==> src/rtl/bridge_consts.svh <==
// offsets, reset values, decode constants and timing counts of the bridge
// assumes a 125 MHz clk_i; included by its bare name
`ifndef BRIDGE_CONSTS_SVH
`define BRIDGE_CONSTS_SVH
`define CLK_MHZ        125
`define REG_CTRL       8'h00
`define REG_IRQ_EN     8'h04
`define REG_RGN0       8'h08
`define REG_RGN1       8'h0C
`define REG_RGN2       8'h10
`define REG_STATUS     8'h14
`define CTRL_RST       16'h0983
`define CTRL_COMA_EN   0
`define CTRL_COMB_EN   1
`define CTRL_COMA_LSB  4
`define CTRL_COMB_LSB  8
`define CTRL_MEM_EN    12
`define RGN_EN         31
`define RGN_MASK_LSB   16
`define OWN_LO         16'h0C80
`define OWN_HI         16'h0CBF
`define MEM_LO         20'hD0000
`define MEM_HI         20'hDFFFF
`define COM_BASE_0     16'h0200
`define COM_BASE_1     16'h0208
`define COM_BASE_2     16'h0220
`define COM_BASE_3     16'h0228
`define COM_BASE_4     16'h0238
`define COM_BASE_5     16'h02E8
`define COM_BASE_6     16'h0338
`define COM_BASE_7     16'h03E8
`define COM_BASE_8     16'h03F8
`define COM_BASE_9     16'h02F8
`define ADDR_NS        100
`define CMD_NS         500
`define REC_NS         200
`define ADDR_CYC       8'(((`ADDR_NS * `CLK_MHZ) + 999) / 1000)
`define CMD_CYC        8'(((`CMD_NS * `CLK_MHZ) + 999) / 1000)
`define REC_CYC        8'(((`REC_NS * `CLK_MHZ) + 999) / 1000)
`endif

==> src/rtl/bridge_pkg.sv <==
// types shared by the bridge
// assumes nothing beyond the constants header
package bridge_pkg;
    typedef enum logic [2:0] {S_IDLE, S_ADDR, S_CMD, S_RECOV} state_t;
    typedef logic [9:0] irq_vec_t;
endpackage

==> src/rtl/lpc_isa_bridge.sv <==
// host-to-ISA bridge: decode, ISA master cycles, irq gating, wishbone regs
// assumes host requests and wishbone on clk_i, ISA pins asynchronous
// Operation
// - the bridge is sole ISA master; no bus-master request is accepted
// - refresh output is held permanently high
// - no DMA: seven acknowledges high, requests ignored, terminal count low
// - 8-bit and 16-bit I/O cycles; 16-bit only when module asserts IOCS16
// - I/O is forwarded only when no LPC device claims it
// - I/O 0xC80-0xCBF is kept internal, never forwarded
// - two internal serial ports, enabled at reset at 0x3F8 and 0x2F8
// - each enabled serial port withholds its selectable 8-byte window
// - three configurable LPC I/O regions claim accesses when enabled
// - memory 0xD0000-0xDFFFF forwarded when enabled; nothing else
// - only ISA interrupts 3,4,5,6,7,9,10,11,12,15 reach the host
// - each interrupt is disabled at reset until its enable is set
// - everything runs from the single LPC-rate clock
`timescale 1ns/1ps
`include "bridge_consts.svh"
module lpc_isa_bridge (
    // clock and reset
    input  wire logic                 clk_i,
    input  wire logic                 rst_i,
    // wishbone slave
    input  wire logic                 cyc_i,
    input  wire logic                 stb_i,
    input  wire logic                 we_i,
    input  wire logic [7:0]           adr_i,
    input  wire logic [3:0]           sel_i,
    input  wire logic [31:0]          dat_i,
    output logic      [31:0]          dat_o,
    output logic                      ack_o,
    // host request port
    input  wire logic                 host_req_i,
    input  wire logic                 host_io_i,
    input  wire logic                 host_we_i,
    input  wire logic                 host_wide_i,
    input  wire logic [19:0]          host_addr_i,
    input  wire logic [15:0]          host_wdata_i,
    input  wire logic                 lpc_claim_i,
    output logic                      host_busy_o,
    output logic                      host_done_o,
    output logic                      host_fwd_o,
    output logic [15:0]               host_rdata_o,
    output bridge_pkg::irq_vec_t      host_irq_o,
    // isa bus
    output logic [19:0]               isa_addr_o,
    output logic                      isa_sbhe_n_o,
    output logic                      isa_bale_o,
    output logic                      isa_ior_n_o,
    output logic                      isa_iow_n_o,
    output logic                      isa_memr_n_o,
    output logic                      isa_memw_n_o,
    output logic [15:0]               isa_data_o,
    output logic                      isa_data_oe_o,
    input  wire logic [15:0]          isa_data_i,
    input  wire logic                 isa_iocs16_n_i,
    input  wire logic                 isa_iochrdy_i,
    input  wire bridge_pkg::irq_vec_t isa_irq_i,
    output logic                      isa_aen_o,
    output logic                      isa_refresh_n_o,
    output logic [6:0]                isa_dack_n_o,
    output logic                      isa_tc_o
);
    import bridge_pkg::*;

    typedef struct packed {
        state_t          state;
        logic [7:0]      cnt;
        logic            ack;
        logic [31:0]     wb_dat;
        logic [15:0]     ctrl;
        irq_vec_t        irq_en;
        logic [2:0][31:0] rgn;
        logic [11:0]     sy1;
        logic [11:0]     sy2;
        logic [11:0]     sy3;
        logic [11:0]     stab;
        logic [19:0]     haddr;
        logic [15:0]     wdata;
        logic            we;
        logic            io;
        logic            wide;
        logic            split;
        logic            second;
        logic [15:0]     rdata;
        logic            done;
        logic            fwd;
        logic            busy;
        logic [19:0]     isa_addr;
        logic            sbhe_n;
        logic            bale;
        logic            ior_n;
        logic            iow_n;
        logic            memr_n;
        logic            memw_n;
        logic [15:0]     sd;
        logic            sd_oe;
        irq_vec_t        irq;
    } st_t;

    st_t st_reg;
    st_t st_next;

    logic        own_hit;
    logic        coma_hit;
    logic        comb_hit;
    logic [15:0] coma_base;
    logic [15:0] comb_base;
    logic [2:0]  rgn_hit;
    logic        mem_hit;
    logic        io_claim;
    logic        wb_wr;

    function automatic logic [15:0] com_base(input logic [3:0] s);
        case (s)
            4'h0:    com_base = `COM_BASE_0;
            4'h1:    com_base = `COM_BASE_1;
            4'h2:    com_base = `COM_BASE_2;
            4'h3:    com_base = `COM_BASE_3;
            4'h4:    com_base = `COM_BASE_4;
            4'h5:    com_base = `COM_BASE_5;
            4'h6:    com_base = `COM_BASE_6;
            4'h7:    com_base = `COM_BASE_7;
            4'h9:    com_base = `COM_BASE_9;
            default: com_base = `COM_BASE_8;
        endcase
    endfunction

    // address decode of the incoming host request
    always_comb begin
        own_hit  = host_addr_i[15:0] >= `OWN_LO &&
                   host_addr_i[15:0] <= `OWN_HI;
        coma_base = com_base(st_reg.ctrl[`CTRL_COMA_LSB +: 4]);
        comb_base = com_base(st_reg.ctrl[`CTRL_COMB_LSB +: 4]);
        coma_hit = st_reg.ctrl[`CTRL_COMA_EN] &&
                   host_addr_i[15:3] == coma_base[15:3];
        comb_hit = st_reg.ctrl[`CTRL_COMB_EN] &&
                   host_addr_i[15:3] == comb_base[15:3];
        for (int i = 0; i < 3; i++) begin
            rgn_hit[i] = st_reg.rgn[i][`RGN_EN] &&
                ((host_addr_i[15:0] ^ st_reg.rgn[i][15:0]) &
                 ~{8'h00, st_reg.rgn[i][`RGN_MASK_LSB +: 8]}) == 16'h0000;
        end
        mem_hit  = st_reg.ctrl[`CTRL_MEM_EN] && host_addr_i >= `MEM_LO &&
                   host_addr_i <= `MEM_HI;
        io_claim = lpc_claim_i || own_hit || coma_hit || comb_hit ||
                   (|rgn_hit);
        wb_wr    = cyc_i && stb_i && we_i && st_reg.ack;
    end

    always_comb begin
        st_next = st_reg;
        st_next.done = 1'b0;
        // wishbone: ack one cycle after the request, write lands on the clock edge that ends ack
        st_next.ack = cyc_i && stb_i && !st_reg.ack;
        if (cyc_i && stb_i && !st_reg.ack) begin
            case (adr_i)
                `REG_CTRL:   st_next.wb_dat = {16'h0000, st_reg.ctrl};
                `REG_IRQ_EN: st_next.wb_dat = {22'h000000, st_reg.irq_en};
                `REG_RGN0:   st_next.wb_dat = st_reg.rgn[0];
                `REG_RGN1:   st_next.wb_dat = st_reg.rgn[1];
                `REG_RGN2:   st_next.wb_dat = st_reg.rgn[2];
                `REG_STATUS: st_next.wb_dat = {6'h00, st_reg.stab[11:2],
                             13'h0000, st_reg.wide, st_reg.split,
                             st_reg.busy};
                default:     st_next.wb_dat = 32'h00000000;
            endcase
        end
        if (wb_wr) begin
            for (int b = 0; b < 4; b++) begin
                if (sel_i[b]) begin
                    if (adr_i == `REG_CTRL && b < 2)
                        st_next.ctrl[b*8 +: 8] = dat_i[b*8 +: 8];
                    if (adr_i == `REG_IRQ_EN && b == 0)
                        st_next.irq_en[7:0] = dat_i[7:0];
                    if (adr_i == `REG_IRQ_EN && b == 1)
                        st_next.irq_en[9:8] = dat_i[9:8];
                    for (int r = 0; r < 3; r++) begin
                        if (adr_i == `REG_RGN0 + 8'(r * 4))
                            st_next.rgn[r][b*8 +: 8] = dat_i[b*8 +: 8];
                    end
                end
            end
        end
        // pin synchronisers: a bit changes once stages two and three agree
        st_next.sy1 = {isa_irq_i, isa_iochrdy_i, isa_iocs16_n_i};
        st_next.sy2 = st_reg.sy1;
        st_next.sy3 = st_reg.sy2;
        for (int k = 0; k < 12; k++) begin
            if (st_reg.sy2[k] == st_reg.sy3[k])
                st_next.stab[k] = st_reg.sy3[k];
        end
        st_next.irq = st_reg.stab[11:2] & st_reg.irq_en;
        case (st_reg.state)
            S_IDLE: begin
                if (host_req_i) begin
                    st_next.haddr  = host_addr_i;
                    st_next.wdata  = host_wdata_i;
                    st_next.we     = host_we_i;
                    st_next.io     = host_io_i;
                    st_next.second = 1'b0;
                    st_next.rdata  = 16'h0000;
                    if (host_io_i ? io_claim : !mem_hit) begin
                        st_next.done = 1'b1;
                        st_next.fwd  = 1'b0;
                    end else begin
                        st_next.busy     = 1'b1;
                        st_next.fwd      = 1'b1;
                        st_next.wide     = host_wide_i;
                        st_next.split    = host_wide_i;
                        st_next.isa_addr = host_addr_i;
                        st_next.sbhe_n   = !(host_wide_i && host_io_i);
                        st_next.bale     = 1'b1;
                        st_next.cnt      = `ADDR_CYC;
                        st_next.state    = S_ADDR;
                    end
                end
            end
            S_ADDR: begin
                st_next.cnt = st_reg.cnt - 8'h01;
                if (st_reg.cnt == 8'h01) begin
                    st_next.bale  = 1'b0;
                    st_next.state = S_CMD;
                    st_next.cnt   = `CMD_CYC;
                    if (st_reg.wide && !st_reg.second) begin
                        // 16-bit only with IOCS16 asserted by the module
                        st_next.split = !(st_reg.io && !st_reg.stab[0]);
                        st_next.sbhe_n = st_reg.io && !st_reg.stab[0] ?
                                         1'b0 : 1'b1;
                    end
                    st_next.sd_oe = st_reg.we;
                    st_next.sd    = st_reg.second ?
                                    {8'h00, st_reg.wdata[15:8]} :
                                    st_reg.wdata;
                    st_next.ior_n  = !(st_reg.io && !st_reg.we);
                    st_next.iow_n  = !(st_reg.io && st_reg.we);
                    st_next.memr_n = !(!st_reg.io && !st_reg.we);
                    st_next.memw_n = !(!st_reg.io && st_reg.we);
                end
            end
            S_CMD: begin
                if (st_reg.cnt != 8'h00)
                    st_next.cnt = st_reg.cnt - 8'h01;
                else if (st_reg.stab[1]) begin
                    if (st_reg.second)
                        st_next.rdata[15:8] = isa_data_i[7:0];
                    else if (st_reg.split)
                        st_next.rdata[7:0] = isa_data_i[7:0];
                    else
                        st_next.rdata = isa_data_i;
                    st_next.ior_n  = 1'b1;
                    st_next.iow_n  = 1'b1;
                    st_next.memr_n = 1'b1;
                    st_next.memw_n = 1'b1;
                    st_next.sd_oe  = 1'b0;
                    st_next.cnt    = `REC_CYC;
                    st_next.state  = S_RECOV;
                end
            end
            S_RECOV: begin
                st_next.cnt = st_reg.cnt - 8'h01;
                if (st_reg.cnt == 8'h01) begin
                    if (st_reg.split && !st_reg.second) begin
                        st_next.second   = 1'b1;
                        st_next.isa_addr = st_reg.haddr + 20'h00001;
                        st_next.sbhe_n   = 1'b1;
                        st_next.bale     = 1'b1;
                        st_next.cnt      = `ADDR_CYC;
                        st_next.state    = S_ADDR;
                    end else begin
                        st_next.done  = 1'b1;
                        st_next.busy  = 1'b0;
                        st_next.state = S_IDLE;
                    end
                end
            end
            default: st_next.state = S_IDLE;
        endcase
        if (rst_i) begin
            st_next = '0;
            st_next.state  = S_IDLE;
            st_next.ctrl   = `CTRL_RST;
            st_next.irq_en = '0;
            st_next.sy1    = 12'h003;
            st_next.sy2    = 12'h003;
            st_next.sy3    = 12'h003;
            st_next.stab   = 12'h003;
            st_next.sbhe_n = 1'b1;
            st_next.ior_n  = 1'b1;
            st_next.iow_n  = 1'b1;
            st_next.memr_n = 1'b1;
            st_next.memw_n = 1'b1;
        end
    end

    // single clock for host, bus and registers
    always_ff @(posedge clk_i) begin
        st_reg <= st_next;
    end

    assign dat_o        = st_reg.wb_dat;
    assign ack_o        = st_reg.ack;
    assign host_busy_o  = st_reg.busy;
    assign host_done_o  = st_reg.done;
    assign host_fwd_o   = st_reg.fwd;
    assign host_rdata_o = st_reg.rdata;
    assign host_irq_o   = st_reg.irq;
    assign isa_addr_o   = st_reg.isa_addr;
    assign isa_sbhe_n_o = st_reg.sbhe_n;
    assign isa_bale_o   = st_reg.bale;
    assign isa_ior_n_o  = st_reg.ior_n;
    assign isa_iow_n_o  = st_reg.iow_n;
    assign isa_memr_n_o = st_reg.memr_n;
    assign isa_memw_n_o = st_reg.memw_n;
    assign isa_data_o   = st_reg.sd;
    assign isa_data_oe_o = st_reg.sd_oe;
    // no dma or refresh master: constant quiet levels
    assign isa_aen_o       = 1'b0;
    assign isa_refresh_n_o = 1'b1;
    assign isa_dack_n_o    = 7'h7F;
    assign isa_tc_o        = 1'b0;
endmodule // lpc_isa_bridge

==> config.mk <==
export PLATFORM = sky130hd
export DESIGN_NAME = lpc_isa_bridge
export DESIGN_NICKNAME = d
export VERILOG_FILES = /design/src/rtl/bridge_pkg.sv /design/src/rtl/lpc_isa_bridge.sv
export VERILOG_INCLUDE_DIRS = /design/src /design/src/rtl
export SDC_FILE = /design/constraint.sdc
export NUM_CORES = 1
export LEC_CHECK = 0
export BUFFER_PORTS_ARGS = -buffer_cell sky130_fd_sc_hd__buf_2
export CAP_MARGIN = 5
export CORE_ASPECT_RATIO = 0.9
export CORE_UTILIZATION = 57
export DETAILED_ROUTE_END_ITERATION = 7
export GPL_TIMING_DRIVEN = 1
export PLACE_DENSITY = 0.85
export SYNTH_ARGS = -nofsm -noshare
export SYNTH_HDL_FRONTEND = slang
export SYNTH_SLANG_ARGS = --single-unit
==> constraint.sdc <==
create_clock -name clk_i -period 3 [get_ports clk_i]
set_clock_uncertainty 0.05 [all_clocks]
set_input_delay 0.3 -clock clk_i [delete_from_list [all_inputs] [get_ports clk_i]]
set_output_delay 0.3 -clock clk_i [all_outputs]
set_load 0.01 [all_outputs]
==> impl_results.md <==
- Worst-Skew Late Latency: 510 ps
- Status: finished clean
- Synth Instances: 1805
- DR vias/cell: 5.970
- Routed Antenna Nets: 0
- FFs w/ async S/R, synth: 0%
- Startpoint Class: register
- Post-Synth Adder-Cell Area: 0.6517%
- CP startpoint: st_reg[165]
- Post-Syn Area per Cell: 8.510 µm²
- RSZ-0062 raised after global routing: no
- CTS clock-pin slew for the worst setup and hold paths: ~60 ps
- Die W: 175.0 µm
- Mux cell area share after synthesis: between 6 and 7%
- CTS tree: built
- Peak VDD IR: 433.4 µV
- Post-CTS Hold Buffers: 31
- Post-synth top flop: dfxtp_1
- Crit share post-route: 89.16%
- Synth Warn #: 0
- Io pins: 233
- Site row count: 56
- Final Critical Period: roughly 2700 ps
- Clock Root Buffer: clkbuf_16
- Layout cell share with drive strength beyond 1: 18.33%
- Hold Crit Class: in -> reg
- Combinational fraction of design power: 20.7%
- GRT overflow: 0
- Via count: around 14000
- Max Clk Rate: 373.9 MHz
- Total CTS buffers: 35
- Initial Util: between 50% and 60%
- Setup WS post-layout: 325.3 ps
- WL/cell: 19.17 µm
- Data required, critical path: 3350 ps
- Max reg flops: 221
- Pwr per Cell Area: about 670 mW/mm²
- Fillers: between 2000 and 2500
- Pint: roughly 8000 µW
- Post-DP HPWL: 30.50 mm
- Final-report max-slew violation count: 0
- Synth Register Bits: 336
- R2r setup slk: 330 ps
- Clock power frac: 36.4%
- Full die area: 0.02761 mm²
- Setup Slack @ Placement: ~210 ps
- Clock Path Buffers: 3
- Crit path DAT: between 3000 and 4000 ps
- Maxcap violations: 0
- Routed WL: 43.82 mm
- CP Max Fanout: 13
- Main combinational cell family by area after synthesis: simple AND/OR/NAND/NOR gates
- Unique cell type count in the Yosys netlist: 74
- Leakage: between 0.006 and 0.007 µW
- Largest net degree at the start of global routing: 112
- Crit path capture type: register
- Vias in the first global route: approximately 13000
- Final setup violation count: 0
- DR iter-0 viols: 1434
- Floorplan core area: 0.02628 mm²
- Register area share after synthesis: 43.79%
- Compound-Gate Fraction of Synth Area: 17.24%
- Simple-Gate Fraction of Synth Area: 18.23%
- RePlAce Congestion: 1.039
- Reg-to-Reg Start: st_reg[165]
- CTS H-tree depth: 2
- Psw: 3512 µW
- Post-CTS setup buffers: 0
- Die H: 157.7 µm
- GRT Overall Usage: 30.71%
- DRC: 0
- Input/output buffers: 222
- Initial antenna violation count: 2
- Number of iterations in the first detailed-routing pass: 6
- Post-Synth XOR/XNOR Area: between 4 and 5%
- Worst-Margin Slew: 730.4 ps
- Hold Violations, Final: 0
- Hold wc startpoint: dat_i[28]
- Synth-to-Final Area Change: 12.91%
- Setup TNS: 0 ps
- Resized Gates After CTS: 0
- Post-layout net count: just over 2000
- First-pass GRT wire length: around 67 mm
- Worst Setup Path Type: reg -> reg
- Sw frac: 30.40%
- Sequential power share: 42.9%
- Synthesized area: 0.01536 mm²
- EDFF count, synth: 0
- Rel. slew slack: 51.30%
- Clock sink total: 336
## cell usage in the layout (no fill, tap or decap), types with 16 or more instances in the layout
cell / instances
nor3_1: 27
and3_1: 16
o21ai_0: 101
a22oi_1: 42
nor2_1: 165
clkbuf_16: 35
dfxtp_1: 336
mux2i_1: 83
dlygate4sd3_1: 31
buf_4: 33
nor2b_1: 35
xnor2_1: 66
a211oi_1: 16
nand3_1: 38
nand2_1: 227
a21oi_1: 215
buf_2: 221
## critical path, stage by stage, from the launching register on
cell and delay, ps:
dfxtp_1 430, xnor2_1 140, o211ai_1 250, nor3_1 130, a22oi_1 400, and4_1 600
buf_4 250, nor3_1 60, a311oi_1 260
## logic make-up after synthesis
kind of cell             Yosys count
AND/OR/NAND/NOR                  594
AO/OA/AOI/OAI                    450
flip-flops                       336
buffers and inverters            240
multiplexers                     100
XOR/XNOR                          75
adder cells (fa/ha/maj)            8
other                              2
## area by class of cell
type                       count  area, µm²  share of cell area (%)
antenna                        1      2.502                 0.01443
clock buffer                  51      996.0                   5.743
clock inverter                 9      105.1                  0.6060
inverter                      15      56.30                  0.3247
multi-input combinational   1237       7283                   42.00
sequential                   336       6726                   38.79
tap                          348      435.4                   2.511
timing repair buffer         289       1738                   10.02
## synth_stat cells, drive strengths merged, types with 3 or more instances
cell type / number / area share, %
nand3: 38 / 1.2
a222oi: 9 / 0.59
o211ai: 6 / 0.29
o21ai: 102 / 3.3
a21oi: 216 / 7.1
nor3: 28 / 0.99
a311oi: 13 / 0.74
a22oi: 42 / 2.1
nor2: 172 / 4.5
nand4: 14 / 0.81
and3: 16 / 0.65
a31oi: 5 / 0.20
a41oi: 3 / 0.17
o31ai: 5 / 0.24
o22ai: 9 / 0.37
inv: 15 / 0.37
dfxtp: 336 / 44
nor3b: 3 / 0.15
nand3b: 10 / 0.49
a21o: 5 / 0.25
nand2: 230 / 5.7
xor2: 9 / 0.51
clkbuf: 88 / 2.3
a41o: 3 / 0.20
nand2b: 8 / 0.33
xnor2: 66 / 3.8
a211oi: 16 / 0.78
and2: 6 / 0.25
nor4: 11 / 0.55
nor2b: 35 / 1.4
ha: 8 / 0.65
mux2: 14 / 1.0
buf: 137 / 6.3
and4: 6 / 0.35
or2: 9 / 0.37
mux2i: 85 / 5.6
a22o: 5 / 0.29
## layer usage
layer  track usage [%]  wire, µm  share of wire, %  up-vias
met2             48.87     19800                45      740
met4             11.10      1408               3.2        0
met1             41.53     18600                42     6412
li1                  -         -                 -     6377
met3             5.932      4008               9.1      119
met5                 0         0                 0        -
## metrics by stage
step	power, µW	util (%)	instance area [µm²]	hold slack (ps)	std cells
3_3_place_gp	7271	60.62	15930	343.2	2194
2_1_floorplan	6705	-	15390	339.5	1813
4_1_cts	11530	66.00	17340	1.282	2285
5_1_grt	12030	66.00	17340	11.73	2286
6_report	11550	66.00	17340	8.965	2286
3_5_place_dp	7340	60.62	15930	345.3	2194
## path summary, 6_finish.rpt
kind                         to  depth (start not counted)
hold reg to reg     st_reg[137]                          1
hold / removal      st_reg[189]                          3
setup / recovery  isa_addr_o[2]                          8
setup reg to reg  isa_addr_o[2]                          8
## power by group through the flow
stage | sequential [µW] | combinational [µW] | clock, µW
after global placement | 5030 | 2240 | 0
final | 4960 | 2390 | 4200
after CTS | 4950 | 2350 | 4240
after global routing | 4980 | 2630 | 4420
after floorplan | 4990 | 1720 | 0
after detailed placement | 5040 | 2300 | 0
No activity file was read; power rests on OpenSTA's default activity.
